File: src/smc_pkg.sv
// package of constants for the stepper controller pin interface
`default_nettype none
package smc_pkg;

  localparam int unsigned CLK_HZ          = 200_000_000;
  // driver reset low time after power-on or position-counter init, in ns
  localparam int unsigned DRV_RST_NS      = 400_000;
  localparam int unsigned DRV_RST_CYC     = DRV_RST_NS / 5;
  // step pulse low time, in ns
  localparam int unsigned STEP_PULSE_PS   = 1_700;
  localparam int unsigned STEP_PULSE_CYC  = (STEP_PULSE_PS * 1000 + 4999) / 5000;
  // direction settle time before and after each step pulse, in cycles
  localparam int unsigned DIR_SETUP_CYC   = 4;
  // oversampling factor of the serial port
  localparam int unsigned UART_OVS        = 16;
  // serial frame: 1 start, 7 data, odd parity, 2 stop
  localparam int unsigned UART_DATA_BITS  = 7;
  localparam int unsigned UART_FRAME_BITS = 11;

  // interrupt status and mask bit positions
  localparam int unsigned IRQ_RX_DONE     = 0;
  localparam int unsigned IRQ_TX_DONE     = 1;
  localparam int unsigned IRQ_MOVE_DONE   = 2;
  localparam int unsigned IRQ_RX_ERR      = 3;
  localparam int unsigned IRQ_BITS        = 4;

  // register offsets
  localparam logic [3:0] REG_CTRL   = 4'h0;
  localparam logic [3:0] REG_STATUS = 4'h1;
  localparam logic [3:0] REG_IRQ_ST = 4'h2;
  localparam logic [3:0] REG_IRQ_MK = 4'h3;
  localparam logic [3:0] REG_STRAPS = 4'h4;
  localparam logic [3:0] REG_TXDATA = 4'h5;
  localparam logic [3:0] REG_RXDATA = 4'h6;
  localparam logic [3:0] REG_STEP   = 4'h7;

  // control register fields
  localparam int unsigned CTRL_BUSY     = 0;
  localparam int unsigned CTRL_RAMP     = 1;
  localparam int unsigned CTRL_DIR      = 2;
  localparam int unsigned CTRL_INIT_POS = 3;

  // slowest and fastest serial rate of the baud straps, in bit/s
  localparam int unsigned BAUD_LOW  = 110;
  localparam int unsigned BAUD_HIGH = 9600;

  // clock cycles per oversample tick for a baud strap code; open straps give the fastest rate
  function automatic logic [16:0] baud_div(input logic [2:0] code, input int unsigned clk_hz);
    int unsigned rate;
    unique case (code)
      3'h0: rate = BAUD_LOW;
      3'h1: rate = 300;
      3'h2: rate = 600;
      3'h3: rate = 1200;
      3'h4: rate = 2400;
      3'h5: rate = 4800;
      default: rate = BAUD_HIGH;
    endcase
    baud_div = 17'(clk_hz / (UART_OVS * rate));
  endfunction

endpackage
`default_nettype wire

File: src/smc_top.sv
// stepper controller pin interface: straps, serial port, step/dir, flags
// Notes on behaviour
// - The three protocol/address straps select protocol and address, reading 1 when open.
// - The three baud straps select the serial bit rate, reading 1 when open.
// - A low checksum strap turns off only the receive checksum error flag, high turns it on; transmit parity is always generated.
// - A low autorecall strap loads the stored program and starts it at once.
// - Commands arrive only on the serial receive line; here control and step counts are written over the register port.
// - All answers leave only on the serial transmit line; here register reads return on REG_RDATA_O.
// - The open-collector ready flag is pulled low while a command or program runs.
// - The moving flag is high during any motor movement and low at rest.
// - The ramping flag is high whenever the moving flag is high and the control ramp bit is set.
// - No step pulse is produced while the enable input is low.
// - Enable is sampled before each step so outside logic can hold off the next one.
// - Direction high means clockwise, low counterclockwise, and is stable around each step.
// - Driver reset goes low for 400 us after power-on and on each position-counter init.
// - The step clock idles high and each step is one 1.7 us low pulse.
//
// Chosen here: the plain strobed port and the placing of the registers.
`timescale 1ns/1ps
`default_nettype none
module smc_top #(
  parameter int unsigned DRV_RST_CYC = smc_pkg::DRV_RST_CYC,
  parameter int unsigned CLK_HZ      = smc_pkg::CLK_HZ
) (
  input  wire logic        CLOCK_I,
  input  wire logic        SYS_RST_I,
  input  wire logic        CE_I,
  input  wire logic [2:0]  PROTO_ADDR_STRAP_I,
  input  wire logic [2:0]  BAUD_STRAP_I,
  input  wire logic        CHECKSUM_STRAP_I,
  input  wire logic        AUTORECALL_STRAP_I,
  input  wire logic        ENABLE_I,
  input  wire logic        RXD_I,
  output logic             TXD_O,
  output logic             READY_FLAG_O,
  output logic             READY_FLAG_OE_N_O,
  output logic             MOVING_FLAG_O,
  output logic             RAMPING_FLAG_O,
  output logic             DIR_O,
  output logic             DRV_RST_N_O,
  output logic             STEP_CLK_O,
  output logic             AUTORECALL_START_O,
  output logic             IRQ_O,
  input  wire logic [3:0]  REG_ADDR_I,
  input  wire logic [31:0] REG_WDATA_I,
  input  wire logic        REG_WR_I,
  input  wire logic        REG_RD_I,
  output logic [31:0]      REG_RDATA_O
);

  // refuse counts that the 24-bit reset counter, the 17-bit baud divider or the 9-bit step counter cannot hold
  if (DRV_RST_CYC < 1 || DRV_RST_CYC > 32'h00FF_FFFF || smc_pkg::STEP_PULSE_CYC > 512
      || CLK_HZ / (smc_pkg::UART_OVS * smc_pkg::BAUD_LOW) > 32'h0001_FFFF
      || CLK_HZ / (smc_pkg::UART_OVS * smc_pkg::BAUD_HIGH) < 2) begin : g_bad_param
    $error("smc_top parameters out of range");
  end

  typedef enum logic [1:0] {
    SMC_ST_IDLE  = 2'b00,
    SMC_ST_SETUP = 2'b01,
    SMC_ST_PULSE = 2'b11,
    SMC_ST_HOLD  = 2'b10
  } smc_step_t;

  // two-stage synchronisers on the strap, enable and receive pin inputs
  logic [9:0] sync1, sync2;
  logic [9:0] pins;
  assign pins = {ENABLE_I, RXD_I, AUTORECALL_STRAP_I, CHECKSUM_STRAP_I, BAUD_STRAP_I, PROTO_ADDR_STRAP_I};
  always_ff @(posedge CLOCK_I) begin
    if (SYS_RST_I) begin
      sync1 <= 10'h3FF;
      sync2 <= 10'h3FF;
    end else if (CE_I) begin
      sync1 <= pins;
      sync2 <= sync1;
    end
  end

  // strap latch and control state
  logic [1:0]  latch_cnt, next_latch_cnt;
  logic [2:0]  proto_addr, next_proto_addr;
  logic [2:0]  baud_code, next_baud_code;
  logic        cksum_en, next_cksum_en;
  logic        recall_n, next_recall_n;
  logic        next_recall_start;
  logic [3:0]  ctrl, next_ctrl;
  localparam int unsigned IRQ_W = smc_pkg::IRQ_BITS;
  logic [IRQ_W-1:0] irq_st, next_irq_st, irq_mk, next_irq_mk;
  logic [23:0] rst_cnt, next_rst_cnt;
  logic        next_drv_rst_n;
  logic [31:0] next_rdata;
  logic [6:0]  tx_data, next_tx_data;
  logic        tx_start, next_tx_start;
  logic [15:0] steps_left, next_steps_left;
  smc_step_t   st, next_st;
  logic [8:0]  st_cnt, next_st_cnt;
  logic        next_step_clk, next_dir, next_moving, next_ramping;
  logic        next_ready, next_irq;
  logic        tx_busy, rx_valid, rx_err, txd;
  logic [6:0]  rx_data;
  logic        enable_s, move_done;

  assign enable_s = sync2[9];

  smc_uart u_uart (
    .clk_i      (CLOCK_I),
    .rst_i      (SYS_RST_I),
    .ce_i       (CE_I),
    .div_i      (smc_pkg::baud_div(baud_code, CLK_HZ)),
    .rxd_i      (sync2[8]),
    .tx_start_i (tx_start),
    .tx_data_i  (tx_data),
    .txd_o      (txd),
    .tx_busy_o  (tx_busy),
    .rx_valid_o (rx_valid),
    .rx_err_o   (rx_err),
    .rx_data_o  (rx_data)
  );

  always_comb begin
    next_latch_cnt    = (latch_cnt != 2'h3) ? latch_cnt + 2'h1 : latch_cnt;
    next_proto_addr   = proto_addr;
    next_baud_code    = baud_code;
    next_cksum_en     = cksum_en;
    next_recall_n     = recall_n;
    next_recall_start = 1'b0;
    next_ctrl         = ctrl;
    next_irq_st       = irq_st;
    next_irq_mk       = irq_mk;
    next_rst_cnt      = (rst_cnt != 24'h000000) ? rst_cnt - 24'h000001 : rst_cnt;
    next_tx_data      = tx_data;
    next_tx_start     = 1'b0;
    next_steps_left   = steps_left;
    next_rdata        = 32'h0000_0000;
    // straps latched once after reset
    // synchronisers carry pin values only from the second edge after reset
    if (latch_cnt == 2'h2) begin
      next_proto_addr = sync2[2:0];
      next_baud_code  = sync2[5:3];
      next_cksum_en   = sync2[6];
      next_recall_n   = sync2[7];
      next_recall_start = !sync2[7];
    end
    if (REG_RD_I) begin
      unique case (REG_ADDR_I)
        smc_pkg::REG_CTRL:   next_rdata = {28'h0000000, ctrl};
        smc_pkg::REG_STATUS: next_rdata = {24'h000000, tx_busy, DRV_RST_N_O, enable_s, RAMPING_FLAG_O,
                                           MOVING_FLAG_O, READY_FLAG_O, DIR_O, STEP_CLK_O};
        smc_pkg::REG_IRQ_ST: next_rdata = {28'h0000000, irq_st};
        smc_pkg::REG_IRQ_MK: next_rdata = {28'h0000000, irq_mk};
        smc_pkg::REG_STRAPS: next_rdata = {24'h000000, recall_n, cksum_en, baud_code, proto_addr};
        smc_pkg::REG_RXDATA: next_rdata = {25'h0000000, rx_data};
        smc_pkg::REG_STEP:   next_rdata = {16'h0000, steps_left};
        default:             next_rdata = 32'h0000_0000;
      endcase
      if (REG_ADDR_I == smc_pkg::REG_IRQ_ST) begin
        next_irq_st = '0;
      end
    end
    if (REG_WR_I) begin
      unique case (REG_ADDR_I)
        smc_pkg::REG_CTRL: begin
          next_ctrl = {1'b0, REG_WDATA_I[2:0]};
          if (REG_WDATA_I[smc_pkg::CTRL_INIT_POS]) begin
            next_rst_cnt = DRV_RST_CYC[23:0];
          end
        end
        smc_pkg::REG_IRQ_MK: next_irq_mk = REG_WDATA_I[IRQ_W-1:0];
        smc_pkg::REG_TXDATA: begin
          next_tx_data  = REG_WDATA_I[6:0];
          next_tx_start = 1'b1;
        end
        smc_pkg::REG_STEP: next_steps_left = REG_WDATA_I[15:0];
        default: begin
        end
      endcase
    end
    if (st == SMC_ST_PULSE && st_cnt == 9'h000 && steps_left != 16'h0000) begin
      next_steps_left = steps_left - 16'h0001;
    end
    // events set after any clear, so the set wins
    if (rx_valid) begin
      next_irq_st[smc_pkg::IRQ_RX_DONE] = 1'b1;
    end
    if (rx_err && cksum_en) begin
      next_irq_st[smc_pkg::IRQ_RX_ERR] = 1'b1;
    end
    if (tx_start && !tx_busy) begin
      next_irq_st[smc_pkg::IRQ_TX_DONE] = 1'b1;
    end
    if (move_done) begin
      next_irq_st[smc_pkg::IRQ_MOVE_DONE] = 1'b1;
    end
    next_irq = |(next_irq_st & next_irq_mk);
    next_drv_rst_n = (next_rst_cnt == 24'h000000);
    // ready low while busy or a move runs
    next_ready = !(next_ctrl[smc_pkg::CTRL_BUSY] || next_steps_left != 16'h0000 || st != SMC_ST_IDLE);
  end

  // step sequencer
  assign move_done = (st == SMC_ST_HOLD) && (st_cnt == 9'h000) && (steps_left == 16'h0000);

  always_comb begin
    next_st       = st;
    next_st_cnt   = (st_cnt != 9'h000) ? st_cnt - 9'h001 : st_cnt;
    next_step_clk = 1'b1;
    next_dir      = DIR_O;
    unique case (st)
      SMC_ST_IDLE: begin
        if (steps_left != 16'h0000 && enable_s && DRV_RST_N_O) begin
          next_dir    = ctrl[smc_pkg::CTRL_DIR];
          next_st     = SMC_ST_SETUP;
          next_st_cnt = 9'(smc_pkg::DIR_SETUP_CYC - 1);
        end
      end
      SMC_ST_SETUP: begin
        if (st_cnt == 9'h000) begin
          next_st       = SMC_ST_PULSE;
          next_st_cnt   = 9'(smc_pkg::STEP_PULSE_CYC - 1);
          next_step_clk = 1'b0;
        end
      end
      SMC_ST_PULSE: begin
        if (st_cnt == 9'h000) begin
          next_st     = SMC_ST_HOLD;
          next_st_cnt = 9'(smc_pkg::DIR_SETUP_CYC - 1);
        end else begin
          next_step_clk = 1'b0;
        end
      end
      SMC_ST_HOLD: begin
        if (st_cnt == 9'h000) begin
          next_st = SMC_ST_IDLE;
        end
      end
    endcase
    next_moving  = (steps_left != 16'h0000) || (next_st != SMC_ST_IDLE);
    next_ramping = next_moving && ctrl[smc_pkg::CTRL_RAMP];
  end

  always_ff @(posedge CLOCK_I) begin
    if (SYS_RST_I) begin
      latch_cnt          <= 2'h0;
      proto_addr         <= 3'h7;
      baud_code          <= 3'h7;
      cksum_en           <= 1'b1;
      recall_n           <= 1'b1;
      AUTORECALL_START_O <= 1'b0;
      ctrl               <= 4'h0;
      irq_st             <= '0;
      irq_mk             <= '0;
      rst_cnt            <= DRV_RST_CYC[23:0];
      DRV_RST_N_O        <= 1'b0;
      tx_data            <= 7'h00;
      tx_start           <= 1'b0;
      steps_left         <= 16'h0000;
      st                 <= SMC_ST_IDLE;
      st_cnt             <= 9'h000;
      STEP_CLK_O         <= 1'b1;
      DIR_O              <= 1'b0;
      MOVING_FLAG_O      <= 1'b0;
      RAMPING_FLAG_O     <= 1'b0;
      READY_FLAG_O       <= 1'b0;
      READY_FLAG_OE_N_O  <= 1'b1;
      IRQ_O              <= 1'b0;
      TXD_O              <= 1'b1;
      REG_RDATA_O        <= 32'h0000_0000;
    end else if (CE_I) begin
      latch_cnt          <= next_latch_cnt;
      proto_addr         <= next_proto_addr;
      baud_code          <= next_baud_code;
      cksum_en           <= next_cksum_en;
      recall_n           <= next_recall_n;
      AUTORECALL_START_O <= next_recall_start;
      ctrl               <= next_ctrl;
      irq_st             <= next_irq_st;
      irq_mk             <= next_irq_mk;
      rst_cnt            <= next_rst_cnt;
      DRV_RST_N_O        <= next_drv_rst_n;
      tx_data            <= next_tx_data;
      tx_start           <= next_tx_start;
      steps_left         <= next_steps_left;
      st                 <= next_st;
      st_cnt             <= next_st_cnt;
      STEP_CLK_O         <= next_step_clk;
      DIR_O              <= next_dir;
      MOVING_FLAG_O      <= next_moving;
      RAMPING_FLAG_O     <= next_ramping;
      // open collector: enable low pulls line low
      READY_FLAG_O       <= 1'b0;
      READY_FLAG_OE_N_O  <= next_ready;
      IRQ_O              <= next_irq;
      TXD_O              <= txd;
      REG_RDATA_O        <= next_rdata;
    end
  end

endmodule
`default_nettype wire

File: src/smc_uart.sv
// serial port: 7 data bits, odd parity, two stop bits, oversampled receive
`timescale 1ns/1ps
`default_nettype none
module smc_uart (
  input  wire logic        clk_i,
  input  wire logic        rst_i,
  input  wire logic        ce_i,
  input  wire logic [16:0] div_i,
  input  wire logic        rxd_i,
  input  wire logic        tx_start_i,
  input  wire logic [6:0]  tx_data_i,
  output logic             txd_o,
  output logic             tx_busy_o,
  output logic             rx_valid_o,
  output logic             rx_err_o,
  output logic [6:0]       rx_data_o
);

  logic [16:0] div_cnt, next_div_cnt;
  logic        tick;
  logic [3:0]  tx_ovs, next_tx_ovs, rx_ovs, next_rx_ovs;
  logic [3:0]  tx_bit, next_tx_bit, rx_bit, next_rx_bit;
  logic [10:0] tx_sh, next_tx_sh;
  logic [9:0]  rx_sh, next_rx_sh;
  logic        rx_act, next_rx_act;
  logic        next_txd, next_tx_busy, next_rx_valid, next_rx_err;
  logic [6:0]  next_rx_data;

  assign tick = (div_cnt == 17'h00000);

  always_comb begin
    next_div_cnt  = tick ? div_i - 17'h00001 : div_cnt - 17'h00001;
    next_tx_ovs   = tx_ovs;
    next_tx_bit   = tx_bit;
    next_tx_sh    = tx_sh;
    next_txd      = txd_o;
    next_tx_busy  = tx_busy_o;
    next_rx_ovs   = rx_ovs;
    next_rx_bit   = rx_bit;
    next_rx_sh    = rx_sh;
    next_rx_act   = rx_act;
    next_rx_valid = 1'b0;
    next_rx_err   = 1'b0;
    next_rx_data  = rx_data_o;
    if (tx_start_i && !tx_busy_o) begin
      // stop, stop, parity, data lsb first, start
      next_tx_sh   = {2'b11, ~(^tx_data_i), tx_data_i, 1'b0};
      next_tx_busy = 1'b1;
      next_tx_ovs  = 4'h0;
      next_tx_bit  = 4'h0;
    end else if (tx_busy_o && tick) begin
      next_tx_ovs = tx_ovs + 4'h1;
      if (tx_ovs == 4'h0) begin
        next_txd = tx_sh[0];
        next_tx_sh = {1'b1, tx_sh[10:1]};
      end
      if (tx_ovs == 4'hF) begin
        next_tx_bit = tx_bit + 4'h1;
        if (tx_bit == 4'(smc_pkg::UART_FRAME_BITS - 1)) begin
          next_tx_busy = 1'b0;
        end
      end
    end
    if (tick) begin
      if (!rx_act) begin
        if (!rxd_i) begin
          next_rx_act = 1'b1;
          next_rx_ovs = 4'h1;
          next_rx_bit = 4'h0;
        end
      end else begin
        next_rx_ovs = rx_ovs + 4'h1;
        if (rx_ovs == 4'h8) begin
          if (rx_bit == 4'h0 && rxd_i) begin
            next_rx_act = 1'b0;  // false start
          end else if (rx_bit == 4'h9) begin
            next_rx_act   = 1'b0;
            next_rx_valid = 1'b1;
            next_rx_data  = rx_sh[8:2];
            next_rx_err   = !rxd_i || !(^rx_sh[9:2]);
          end else begin
            next_rx_sh = {rxd_i, rx_sh[9:1]};
          end
          next_rx_bit = rx_bit + 4'h1;
        end
      end
    end
  end

  always_ff @(posedge clk_i) begin
    if (rst_i) begin
      div_cnt    <= 17'h00000;
      tx_ovs     <= 4'h0;
      tx_bit     <= 4'h0;
      tx_sh      <= 11'h7FF;
      txd_o      <= 1'b1;
      tx_busy_o  <= 1'b0;
      rx_ovs     <= 4'h0;
      rx_bit     <= 4'h0;
      rx_sh      <= 10'h000;
      rx_act     <= 1'b0;
      rx_valid_o <= 1'b0;
      rx_err_o   <= 1'b0;
      rx_data_o  <= 7'h00;
    end else if (ce_i) begin
      div_cnt    <= next_div_cnt;
      tx_ovs     <= next_tx_ovs;
      tx_bit     <= next_tx_bit;
      tx_sh      <= next_tx_sh;
      txd_o      <= next_txd;
      tx_busy_o  <= next_tx_busy;
      rx_ovs     <= next_rx_ovs;
      rx_bit     <= next_rx_bit;
      rx_sh      <= next_rx_sh;
      rx_act     <= next_rx_act;
      rx_valid_o <= next_rx_valid;
      rx_err_o   <= next_rx_err;
      rx_data_o  <= next_rx_data;
    end
  end

endmodule
`default_nettype wire

File: config.mk
export PLATFORM = sky130hd
export DESIGN_NAME = smc_top
export DESIGN_NICKNAME = d
export VERILOG_FILES = /design/src/smc_pkg.sv /design/src/smc_top.sv /design/src/smc_uart.sv
export SDC_FILE = /design/constraint.sdc
export NUM_CORES = 1
export LEC_CHECK = 0
export BUFFER_PORTS_ARGS = -buffer_cell sky130_fd_sc_hd__buf_2
export CORE_MARGIN = 3
export CORE_UTILIZATION = 30
export CTS_CLUSTER_SIZE = 24
export DETAILED_ROUTE_END_ITERATION = 16
export PLACE_DENSITY = 0.54
export SYNTH_ARGS = -nofsm -noshare
export SYNTH_HDL_FRONTEND = slang
export SYNTH_SLANG_ARGS = --single-unit
File: constraint.sdc
create_clock -name CLOCK_I -period 119.9 [get_ports CLOCK_I]
set_input_delay 0 -clock CLOCK_I [delete_from_list [all_inputs] [get_ports CLOCK_I]]
set_output_delay 0 -clock CLOCK_I [all_outputs]
set_load 0.1 [all_outputs]
==> impl_summary.txt <==
----------------------------------------------------
[Setup path]
  Capturing element type of the critical path ... flip-flop
  Most Frequent Cell on Critical Path ... o21ai_0
  Nature of the critical path startpoint ... flip-flop
  Class of the most critical setup path ... flip-flop to flip-flop
  Capturing point of the worst reg2reg path ... u_uart.div_cnt[14]
  Data required, critical path ... 120.21 ns
  R2R Setup Slk ... 75.03 ns
  Maximum fanout along the worst path ... 40
  Highest-delay cell along the critical path ... a211oi_2
  Data arrival, critical path ... 45.19 ns
  Worst stage delay on the critical path ... 0.89 ns
  Reg-to-Reg Start ... baud_code[2]
  Worst reg2reg path depth ... 188

[GRT]
  Antenna violations before repair ... 1
  Overflow after GRT ... 0
  Overall track demand over capacity in global routing ... 0.1977
  First-pass GRT wire length ... 126200 um
  Via count of the first global-routing pass ... 21860
  Maximum number of pins on one net before global-route repair ... 68

[Detailed routing]
  Detailed-route wire length per cell ... 19.57 um
  Routed via count ... 23720
  Number of detailed-routing iterations run before antenna repair ... 7
  Detailed-route DRC error count ... 0
  Number of antenna-violating nets in the routed design ... 0
  Final routed wirelength across all metal layers ... 80640 um
  Via/cell ratio ... 5.755
  Iter 0 DRT Violations ... 2055

[Layout]
  Area overhead of the layout relative to synthesis ... 7.985%
  Most common cell after layout, fill and taps aside ... nor2_1
  Final nets ... 3336
  Commonest non-fill, non-tap cells in the layout ... nor2_1, nand2_1, a21oi_1
  Diode count ... 0
  Fraction of final layout cells with drive strength greater than 1 ... 0.09676
  Post-route standard cell area excluding fillers ... 24550 um^2

[Floorplanning]
  Horiz. Die Dim ... 281.3 um
  DIE AREA ... 79130 um^2
  Core area ... 74820 um^2
  Num rows ... 100
  Number of top-level pins ... 93
  Initial Util ... 0.3039
  Overall die height ... 281.3 um

[STA]
  Final setup slack of the worst path ... 75.03 ns
  Worst rel slew slack ... 0.3010
  Final clock period utilization by the worst path ... 0.3743
  Transition time at the pin with the least slew margin ... 1.047 ns
  Final setup viols ... 0
  Worst-case clock skew ... 0.01174 ns
  FMAX ... 22.28 MHz
  Sum of negative setup slack ... 0 ns
  Count of endpoints failing hold in the final timing report ... 0
  Unrepaired setup endpoints after global routing ... false
  Fin crit period ... 44.87 ns
  Max Slew Vio Count ... 0

[Power]
  Clock group share of total power ... 0.123
  Cell internal power dissipation ... 0.2295 mW
  Total net switching power ... 0.2553 mW
  Overall power after layout ... 0.4848 mW
  Switching share of power ... 0.5266
  Total leakage power ... 9.506 nW
  Power per cell area ... 19.74 nW/um^2
  Fraction of power consumed by sequential logic ... 0.147
  Largest vdd supply drop ... 0.01447 mV
  Fraction of power consumed by combinational cells ... 0.730

[Placement]
  Final RePlAce weighted congestion ... 0.8969
  DP Area ... 23700 um^2
  Number of buffers inserted by port buffering ... 59
  Pre-CTS setup slack ... 75.73 ns
  Sum of net half-perimeters after detailed placement ... 57890 um

[Clock network]
  CTS sink cnt ... 187
  Buffers from clock root to sink, at most ... 2
  Worst-skew pair later-pin latency ... 0.45 ns
  Count of cells resized by post-cts repair ... 0
  Number of CTS-inserted buffers ... 17
  TritonCTS clock tree ... built
  Clock-pin slew on the worst setup and hold paths ... 0.07 ns
  CTS H-tree depth ... 4
  CTS root buf ... clkbuf_16

[Worst hold path]
  Hold crit path type ... input port to flip-flop
  Min-Delay Path Depth ... 4
  Hold Startpoint ... REG_RD_I
  Hold endpoint ... irq_st[3]

[Synth]
  Number of enable flip-flop cells after synthesis ... 0
  Syn Inst Count ... 3167
  Mean Syn Cell Area ... 7.179 um^2
  Count of different cell masters after synthesis ... 135
  Synth top area share ... 0.1646
  Async S/R FF share, synth ... 0
  Top area cells in the synthesized netlist ... dfxtp_1, ha_1, nor2_1
  Library cell with the largest summed area after synthesis ... dfxtp_1
  Number of synthesized register bits ... 187
  Most used flip-flop cell after synthesis ... dfxtp_1
  Post-synthesis sequential area ratio ... 0.1646
  Area of the mapped netlist ... 22740 um^2
  Count of warnings emitted by yosys ... 0

[Job]
  Max-cap violation count ... 0

[Status]
  Outcome ... completed

----------------------------------------------------
## kinds of logic after synthesis
| group | share of synthesized area |
|---|---|
| other cells | 0.0003303 |
| buf+inv | 0.06257 |
| flops | 0.1646 |
| compound gates | 0.2914 |
| simple gates | 0.2717 |
| mux | 0.05811 |
| fa+ha+maj | 0.08034 |
| xor+xnor | 0.07082 |
## synth_stat cells (10+ instances only)
master,number
nor3b_1,12
nor4_1,25
clkbuf_1,125
a21oi_1,257
or4_1,14
or2_2,17
a31oi_1,42
xor2_1,58
and3_1,40
xnor2_1,124
buf_6,22
nand2_1,337
a21o_1,57
ha_1,146
a22oi_1,39
inv_1,71
o21ai_0,202
and4_1,15
buf_1,16
o22ai_1,18
nor2_1,364
buf_4,30
nor3_1,89
a211o_1,15
nand4_1,33
mux2_2,21
mux2i_1,101
dfxtp_1,187
a211oi_1,41
nor2b_1,31
a311oi_1,19
nand3b_1,12
o31ai_1,28
nand3_1,107
o21a_1,14
or3_1,30
o211a_1,11
a21boi_0,11
buf_2,10
nand2b_1,34
and2_1,33
o211ai_1,31
## per-stage QoR
step | hold slack, ns | cells | util
floorplan | 0.1284 | 3186 | -
global placement | 0.2144 | 4064 | 0.3167
detailed placement | 0.2188 | 4064 | 0.3167
CTS | 0.009089 | 4121 | 0.3281
global route | 0.03644 | 4121 | 0.3281
finish | 0.02532 | 4121 | 0.3281
## worst max-delay path: cells and delay by family (launching register included)
kind | cells | cell delay (ns)
xor+xnor | 4 | 0.76
fa+ha+maj | 20 | 6.70
flops | 1 | 0.33
mux | 7 | 2.33
compound gates | 87 | 19.42
buf+inv | 10 | 2.64
simple gates | 60 | 12.36
## final cells by class
cell class              count  area (um^2)
multi-input cells        2707        17680
clock inverters            13        153.9
inverters                  82        307.8
fillers                  8089        50270
repair buffers            144         1001
well taps                 969         1212
flip-flops and latches    187         3745
clock buffers              19        452.9
## metal layers
layer  vias up  wire length (um)  part of all wire  GRT usage
li1      11570                 -                 -          -
met1     11270             37820              0.47     0.2737
met2       736             36020              0.45     0.3218
met3       140              4607             0.057    0.02475
met4         0              2191             0.027    0.05664
met5         -                 0                 0          0
## timing repair
action,in CTS,in global routing
hold endpoints to repair,33,0
setup endpoints to repair,0,0
setup buffers,0,0
hold buffers,25,0
## state kept, by name (all words and copies together), names as in the netlist, 3 cells and up
| name | count |
|---|---|
| u_uart.rx_bit | 4 |
| sync1 | 10 |
| tx_data | 7 |
| sync2 | 10 |
| baud_code | 3 |
| irq_mk | 4 |
| u_uart.rx_sh | 8 |
| u_uart.rx_ovs | 4 |
| u_uart.tx_bit | 4 |
| REG_RDATA_O | 16 |
| st_cnt | 9 |
| steps_left | 16 |
| u_uart.tx_ovs | 4 |
| u_uart.rx_data_o | 7 |
| irq_st | 4 |
| ctrl | 3 |
| rst_cnt | 24 |
| u_uart.div_cnt | 17 |
| u_uart.tx_sh | 9 |
| proto_addr | 3 |
## power by group through the flow
stage / registers, mW / logic (mW) / clock network, mW
2_1_floorplan: 0.0722 / 0.272 / 0
3_3_place_gp: 0.0729 / 0.345 / 0
3_5_place_dp: 0.0728 / 0.346 / 0
4_1_cts: 0.0714 / 0.349 / 0.0609
5_1_grt: 0.0722 / 0.389 / 0.0633
6_report: 0.0715 / 0.354 / 0.0594
## worst max path at each step
| stage | from | to | slack, ns | cells after the start |
|---|---|---|---|---|
| 2_1_floorplan | baud_code[1] | u_uart.div_cnt[14] | 80.09 | 212 |
| 3_3_place_gp | baud_code[2] | u_uart.div_cnt[14] | 75.65 | 191 |
| 3_5_place_dp | baud_code[2] | u_uart.div_cnt[14] | 75.73 | 190 |
| 4_1_cts | baud_code[2] | u_uart.div_cnt[14] | 75.59 | 189 |
| 5_1_grt | baud_code[2] | u_uart.div_cnt[14] | 71.72 | 193 |
| 6_report | baud_code[2] | u_uart.div_cnt[14] | 75.03 | 188 |
Power figures use the tool's default switching activity.
